[src/logic/dag_pkg.sv]
// Functional notes
// - three pins, independent input and driver
// - all drivers off after reset
// - drive only when port enabled and output, or reset pin when port enabled and tool requests reset
// - port disable returns all pins high-z
// - port usable only with scan, serial idle
// - third pin reserved as target reset
// - tools may assert target reset on demand
// - accepts compact scan formats, joint, mixed, optimised
// - four-wire and two-wire, classes zero to four
// - flags more than one serial port enabled at once
package dag_pkg;
    localparam int NUM_PINS = 3;
    localparam int RESET_PIN = 2;
    localparam logic [NUM_PINS-1:0] DIR_RST = 3'h0;
    localparam logic [NUM_PINS-1:0] OUT_RST = 3'h0;
    localparam int NUM_SERIAL_PORTS = 8;
    localparam int FMT_W = 4;
    // scan format codes
    localparam logic [FMT_W-1:0] FMT_JSCAN0 = 4'h0;
    localparam logic [FMT_W-1:0] FMT_JSCAN3 = 4'h3;
    localparam logic [FMT_W-1:0] FMT_MSCAN = 4'h4;
    localparam logic [FMT_W-1:0] FMT_OSCAN0 = 4'h5;
    localparam logic [FMT_W-1:0] FMT_OSCAN7 = 4'hc;
    localparam logic [FMT_W-1:0] FMT_RST = 4'h0;
    localparam logic [2:0] CLASS_MAX = 3'h4;
    localparam logic [2:0] CLASS_RST = 3'h0;
endpackage : dag_pkg

[src/logic/dag_gpio_port.sv]
`timescale 1ns/1ns
`default_nettype none
module dag_gpio_port (
    // clock and reset
    input wire logic mclk,
    input wire logic srst,
    // host pin port control
    input wire logic port_en_req,
    input wire logic port_dis_req,
    input wire logic [dag_pkg::NUM_PINS-1:0] dir_in,
    input wire logic [dag_pkg::NUM_PINS-1:0] out_in,
    input wire logic cfg_wr,
    input wire logic tool_reset_req,
    input wire logic tool_ctrl,
    // other functions
    input wire logic scan_en,
    input wire logic [dag_pkg::NUM_SERIAL_PORTS-1:0] serial_en,
    input wire logic [dag_pkg::FMT_W-1:0] fmt_in,
    input wire logic [2:0] class_in,
    input wire logic two_wire_in,
    input wire logic fmt_wr,
    // pins
    input wire logic [dag_pkg::NUM_PINS-1:0] pin_i,
    output logic [dag_pkg::NUM_PINS-1:0] pin_o,
    output logic [dag_pkg::NUM_PINS-1:0] pin_oe,
    // status
    output logic pin_io_port_on,
    output logic [dag_pkg::NUM_PINS-1:0] pin_in_q,
    output logic [dag_pkg::FMT_W-1:0] scan_fmt_q,
    output logic [2:0] target_class_q,
    output logic two_wire_q,
    output logic serial_conflict,
    output logic fmt_err_q
);
    import dag_pkg::*;

    typedef enum logic {
        PORT_OFF,
        PORT_ON
    } dag_port_state_t;

    dag_port_state_t port_state_q;
    logic busy;
    logic port_live;
    logic [NUM_PINS-1:0] dir_q;
    logic [NUM_PINS-1:0] out_q;
    logic [NUM_PINS-1:0] sync1_q;
    logic rst_drive_q;
    logic [NUM_PINS-1:0] pin_oe_d;
    logic [NUM_PINS-1:0] pin_o_d;
    logic serial_conflict_q;
    logic fmt_accept;

    // scan format code inside the joint, mixed and optimised range
    function automatic logic fmt_ok(input logic [FMT_W-1:0] f);
        fmt_ok = (f <= FMT_OSCAN7);
    endfunction : fmt_ok

    // target class zero to four
    function automatic logic class_ok(input logic [2:0] c);
        class_ok = (c <= CLASS_MAX);
    endfunction : class_ok

    // more than one bit set
    function automatic logic multi_hot(input logic [NUM_SERIAL_PORTS-1:0] v);
        multi_hot = (v & (v - NUM_SERIAL_PORTS'(1))) != '0;
    endfunction : multi_hot

    // driver enable of one pin
    function automatic logic pin_drive(input logic live, input logic dis, input logic dir);
        pin_drive = live && !dis && dir;
    endfunction : pin_drive

    // scan or serial function owns the shared lines
    assign busy = scan_en || (serial_en != '0);
    assign port_live = (port_state_q == PORT_ON) && !busy;
    assign fmt_accept = fmt_ok(fmt_in) && class_ok(class_in);

    // pin port state
    always_ff @(posedge mclk) begin
        if (srst) begin
            port_state_q <= PORT_OFF;
        end else begin
            unique case (port_state_q)
                PORT_OFF: begin
                    // disable wins; enable ignored while busy
                    if (port_en_req && !port_dis_req && !busy) begin
                        port_state_q <= PORT_ON;
                    end
                end
                PORT_ON: begin
                    if (port_dis_req || busy) begin
                        port_state_q <= PORT_OFF;
                    end
                end
            endcase
        end
    end

    // direction, one means output
    always_ff @(posedge mclk) begin
        if (srst) begin
            dir_q <= DIR_RST;
        end else if (cfg_wr) begin
            dir_q <= dir_in;
        end
    end

    // output levels for driven pins
    always_ff @(posedge mclk) begin
        if (srst) begin
            out_q <= OUT_RST;
        end else if (cfg_wr) begin
            out_q <= out_in;
        end
    end

    // tool-driven target reset request
    always_ff @(posedge mclk) begin
        if (srst) begin
            rst_drive_q <= 1'b0;
        end else begin
            rst_drive_q <= tool_ctrl && tool_reset_req;
        end
    end

    // two-stage input synchroniser
    always_ff @(posedge mclk) begin
        if (srst) begin
            sync1_q <= '0;
        end else begin
            sync1_q <= pin_i;
        end
    end

    always_ff @(posedge mclk) begin
        if (srst) begin
            pin_in_q <= '0;
        end else begin
            pin_in_q <= sync1_q;
        end
    end

    // next driver state per pin
    always_comb begin
        pin_oe_d = '0;
        pin_o_d = '0;
        for (int i = 0; i < NUM_PINS; i++) begin
            pin_oe_d[i] = pin_drive(port_live, port_dis_req, dir_q[i]);
            pin_o_d[i] = out_q[i];
        end
        // reserved pin: active-low target reset, released unless requested
        if (tool_ctrl) begin
            pin_oe_d[RESET_PIN] = pin_drive(port_live, port_dis_req, rst_drive_q);
            pin_o_d[RESET_PIN] = 1'b0;
        end
    end

    // registered drivers, all released in reset
    always_ff @(posedge mclk) begin
        if (srst) begin
            pin_oe <= '0;
        end else begin
            pin_oe <= pin_oe_d;
        end
    end

    always_ff @(posedge mclk) begin
        if (srst) begin
            pin_o <= '0;
        end else begin
            pin_o <= pin_o_d;
        end
    end

    // scan setup, written only when legal
    always_ff @(posedge mclk) begin
        if (srst) begin
            scan_fmt_q <= FMT_RST;
        end else if (fmt_wr && fmt_accept) begin
            scan_fmt_q <= fmt_in;
        end
    end

    always_ff @(posedge mclk) begin
        if (srst) begin
            target_class_q <= CLASS_RST;
        end else if (fmt_wr && fmt_accept) begin
            target_class_q <= class_in;
        end
    end

    always_ff @(posedge mclk) begin
        if (srst) begin
            two_wire_q <= 1'b0;
        end else if (fmt_wr && fmt_accept) begin
            two_wire_q <= two_wire_in;
        end
    end

    // refused setup leaves the previous one in place
    always_ff @(posedge mclk) begin
        if (srst) begin
            fmt_err_q <= 1'b0;
        end else if (fmt_wr) begin
            fmt_err_q <= !fmt_accept;
        end
    end

    // flags more than one serial port enabled
    always_ff @(posedge mclk) begin
        if (srst) begin
            serial_conflict_q <= 1'b0;
        end else begin
            serial_conflict_q <= multi_hot(serial_en);
        end
    end

    // status outputs
    assign serial_conflict = serial_conflict_q;
    assign pin_io_port_on = (port_state_q == PORT_ON);
endmodule : dag_gpio_port
`default_nettype wire

[config.mk]
export PLATFORM = sky130hd
export DESIGN_NAME = dag_gpio_port
export DESIGN_NICKNAME = d
export VERILOG_FILES = /design/src/logic/dag_pkg.sv /design/src/logic/dag_gpio_port.sv
export SDC_FILE = /design/constraint.sdc
export NUM_CORES = 1
export LEC_CHECK = 0
export ABC_AREA = 1
export BUFFER_PORTS_ARGS = -buffer_cell sky130_fd_sc_hd__buf_2
export CAP_MARGIN = 40
export CORE_ASPECT_RATIO = 0.75
export CORE_MARGIN = 5
export CORE_UTILIZATION = 35
export CTS_CLUSTER_DIAMETER = 40
export DETAILED_ROUTE_END_ITERATION = 8
export PLACE_DENSITY = 0.7
export SLEW_MARGIN = 20
export SYNTH_ARGS = -nofsm -noshare
export SYNTH_HDL_FRONTEND = slang
export SYNTH_SLANG_ARGS = --single-unit
[constraint.sdc]
create_clock -name mclk -period 2.44 [get_ports mclk]
set_input_delay 0.488 -clock mclk [delete_from_list [all_inputs] [get_ports mclk]]
set_output_delay 0.488 -clock mclk [all_outputs]
set_load 0.01 [all_outputs]
**Word-level counts from Yosys, hierarchy flattened**

Cells that the tools add are included.

- Register bits after elaboration: 30
- Bits of input ports: 34

- Add/sub/neg operators: 1
- Order comparisons: 2
- Multiplexer cells: 4
- Bitwise operators: 2
- Reduce and logical (&&, ||, !) cells: 19

Operator list:

| cell | number |
|---|---|
| nonzero test 8 bit | 2 |
| logical AND 1 bit | 11 |
| bitwise AND 8 bit | 1 |
| subtractor 8 x 1 -> 8 bit (second input constant) | 1 |
| <= comparator 4 bit (second input constant) | 1 |
| <= comparator 3 bit (second input constant) | 1 |
| logical NOT 1 bit | 3 |
| two-way mux 1 bit | 3 |
| logical OR 1 bit | 2 |
| case mux 1 bit (2 select lines) | 1 |
| OR reduction 2 bit | 1 |
| NOT 1 bit | 1 |

**Depth between registers and ports, before layout**

- Word-level depth: 7
- Gate-level depth with buffers: 6
- Gate-level depth less buffers: 6

**Worst setup path before layout**

No wires, ideal clock.

- Kind: input-to-reg
- From: input class_in[0]
- To: register fmt_err_q
- Library setup time: 0.116 ns
- Arrival time: 0.985 ns
- Setup slack: 1.339 ns
- Cell stages on the path: 4
- Cells stage by stage: o21ai_4 nand3_4 o211ai_1 inv_1

- Word-level cells in the longest chain between the ends: 3

Ends and longest elaborated chain:

| item | RTL line | source |
|---|---|---|
| start, declared | dag_gpio_port.sv:19 | `input wire logic [2:0] class_in,` |
| <= comparator 3 bit | dag_gpio_port.sv:61 | `class_ok = (c <= CLASS_MAX);` |
| logical AND 1 bit | dag_gpio_port.sv:77 | `assign fmt_accept = fmt_ok(fmt_in) && class_ok(class_in);` |
| logical NOT 1 bit | dag_gpio_port.sv:206 | `fmt_err_q <= !fmt_accept;` |
| end signal, assigned | dag_gpio_port.sv:206 |  |
| end, declared | dag_gpio_port.sv:33 | `output logic fmt_err_q` |

Every way passes these cells.
A chain may end at the register's enable or synchronous reset.

**Worst setup path in the final report**

- From: register two_wire_q
- To: output two_wire_q

RTL lines:

| item | RTL line | source |
|---|---|---|
| start, declared | dag_gpio_port.sv:31 | `output logic two_wire_q,` |
| start signal, assigned | dag_gpio_port.sv:197 | `two_wire_q <= two_wire_in;` |

No word-level cell between the ends.

==> flow_metrics.py <==
metrics = {
    "drt": {
        "viasPerCell": 4.297,
        "wl_per_cell_um": 10.56,
        "vias": 997,
        "postRouteAntennaNets": 0,
        "first_pass_iters": 4,
        "dr.first_iter.drc_count": 43,
        "drc": 0,
        "route.final.wire_length_um": 2451,
    },
    "die": {
        "die_y_um": 58.85,
        "die-area_mm2": 0.004421,
        "dieWidth_um": 75.13,
        "initial_core_util_pct": 37.13,
        "rows": 17,
        "core_mm2": 0.002999,
        "num_io_pins": 54,
    },
    "global_route": {
        "grt_max_degree": 19,
        "grt_pass1_wl_um": 3919,
        "grt_pass1_vias": 908,
        "antenna_found_initial": 0,
        "grt_overflow": 0,
        "grt_util_all_layers_pct": 11.85,
    },
    "clocking": {
        "cts_setup_buffers": 0,
        "clock-root-buffer": "clkbuf_8",
        "cts_tree": "yes",
        "cts_buffers": 5,
        "clk_latency_ns": 0.27,
        "cts.path.max_buffers": 2,
        "clkTransAtPathRegs_ns": 0.06,
        "cts_sinks": 30,
        "hold_buffers": 0,
        "h-tree-depth": 2,
        "cts_resized": 0,
    },
    "critical_path": {
        "setup.worst_path.start_class": "flip-flop",
        "endpoint_kind": "output port",
        "crit_start": "two_wire_q",
        "slowest_stage": "dfxtp_1",
        "worst-path-stages": 1,
        "ff2ff_path_depth": 2,
        "critPathKind": "reg -> out",
        "r2r_start": "fmt_err_q",
        "cp-endpoint": "two_wire_q",
        "max_stage_delay_ns": 0.34,
        "path_max_fanout": 2,
        "worstPathArrival_ns": 0.75,
        "reg2reg_slack_ns": 1.80,
        "crit_chain": "buf_2",
        "rr_endpoint": "fmt_err_q",
        "critical_path.top_delay_family": "flip-flops",
        "critPathBufInv": 1,
        "critPathRequiredTime_ns": 1.95,
    },
    "finish": {
        "area_growth_pct": 34.16,
        "drive_above_1_share_pct": 32.47,
        "final_area_mm2": 0.001494,
        "diodes": 0,
        "finalNetCount": 227,
    },
    "power_and_ir_drop": {
        "leakagePower_nw": 0.7636,
        "peakVddDrop_mv": 0.3179,
        "power_density_mw_per_mm2": 689.8,
    },
    "synthesis": {
        "ys_ff_latch": 30,
        "synth-seq-area-share_pct": 53.93,
        "netlist_area_mm2": 0.001114,
        "yosysTopAreaCellShare_pct": 53.93,
        "synth_top_cell_by_area": "dfxtp_1",
        "yosysUniqueCellTypes": 16,
        "yosys-top-cells-area": "dfxtp_1 (54%), inv_1 (7.8%), nor2_1 (7.4%)",
        "syn_nets": 172,
        "avgSynthCellArea_um2": 8.069,
        "netlist_instances": 138,
        "yosys_warnings": 0,
    },
    "sta": {
        "fin_skew_ns": 0.003824,
        "hold_slack_ns": 0.3991,
        "post-route-period-util_pct": 50.56,
        "drv_slew": 0,
        "period_minus_slack_ns": 1.234,
        "fmaxAchievable_ghz": 0.8106,
        "hold_violations": 0,
        "final.setup.tns_ns": 0,
        "setup_viol_count_final": 0,
        "grt_setup_unrepaired": "false",
        "maxSlewHeadroom_pct": 79.46,
        "tightest_slew_ns": 0.3082,
    },
    "placed_design": {
        "placement.io_buffers": 53,
        "placed_area_mm2": 0.001403,
        "place_hpwl_um": 1995,
        "gp_congestion": 0.7592,
    },
    "min_path": {
        "hp-start": "sync1_q[1]",
        "holdCritPathClass": "reg -> reg",
    },
    "outcome": {
        "outcome": "finished clean",
    },
    "run": {
        "maxCapViolCount": 0,
    },
}
[per-layer routing]
metal / GRT usage (%) / part of all wire (%)
met1: 15.17 / 45
met2: 17.49 / 46
met3: 4.437 / 7.6
met4: 5.736 / 1.6
met5: 0 / 0
[worst min-delay path by stage]
stage / endpoint / slack, ns / depth (start not counted)
2_1_floorplan: pin_in_q[0] / 0.39 / 2
3_3_place_gp: pin_in_q[1] / 0.39 / 2
3_5_place_dp: pin_in_q[1] / 0.39 / 2
4_1_cts: pin_in_q[1] / 0.40 / 2
5_1_grt: pin_in_q[2] / 0.42 / 2
6_report: pin_in_q[1] / 0.40 / 2
[metrics by stage]
step	util, %	std cells	setup WS [ns]	power (mW)
2_1_floorplan	-	138	1.339	0.5956
3_3_place_gp	46.77	224	1.101	0.6482
3_5_place_dp	46.77	224	1.068	0.6499
4_1_cts	49.81	232	1.187	1.044
5_1_grt	49.81	232	1.131	1.091
6_report	49.81	232	1.206	1.031
[cells in the mapped netlist (all sizes together)]
cell type  count
nand3          4
nor3           2
o21ai         12
inv           23
buf            3
nor2          22
dfxtp         30
nand4          7
mux2i          1
a21oi         14
o211ai         1
clkbuf         2
nand2         17
[registers in the layout (all words and copies together), names as in the netlist]
register and count:
dir_q 3, pin_o 3, pin_oe 3, pin_in_q 3, sync1_q 3, two_wire_q 1, scan_fmt_q 4, serial_conflict 1
target_class_q 3, pin_io_port_on 1, out_q 3, fmt_err_q 1, rst_drive_q 1
[power breakdown]
part | total [mW] | switching, mW | internal (mW)
clock | 0.393 | 0.166 | 0.227
sequential | 0.522 | 0.00788 | 0.514
combinational | 0.116 | 0.0657 | 0.0500
total | 1.03 | 0.240 | 0.791
[cells by family after synthesis]
group / synth area share [%]
simple gates: 20.90
buf+inv: 9.886
mux: 0.8989
flops: 53.93
compound gates: 14.38
[cells in the final DEF, fill, tap and decap left out]
cell type	Yosys	final
buf_2	3	53
dfxtp_1	30	30
inv_1	23	23
nor2_1	22	22
nand2_1	17	17
a21oi_1	14	14
o21ai_0	10	10
nand4_1	7	7
clkbuf_8	0	6
nand3_1	3	3
nor3_1	2	2
o21ai_4	2	2
nand3_4	1	1
mux2i_1	1	1
o211ai_1	1	1
clkbuf_1	1	1
clkinv_2	0	1
[area by class of cell]
cell class / instances / area (um^2)
clock inverter: 1 / 5.005
fill: 290 / 1505
clock buffer: 7 / 86.33
multi-input combinational: 80 / 402.9
timing repair buffer: 53 / 265.3
inverter: 23 / 86.33
sequential: 30 / 600.6
tap: 38 / 47.55
Note: power is estimated with default switching activity, not from simulation.
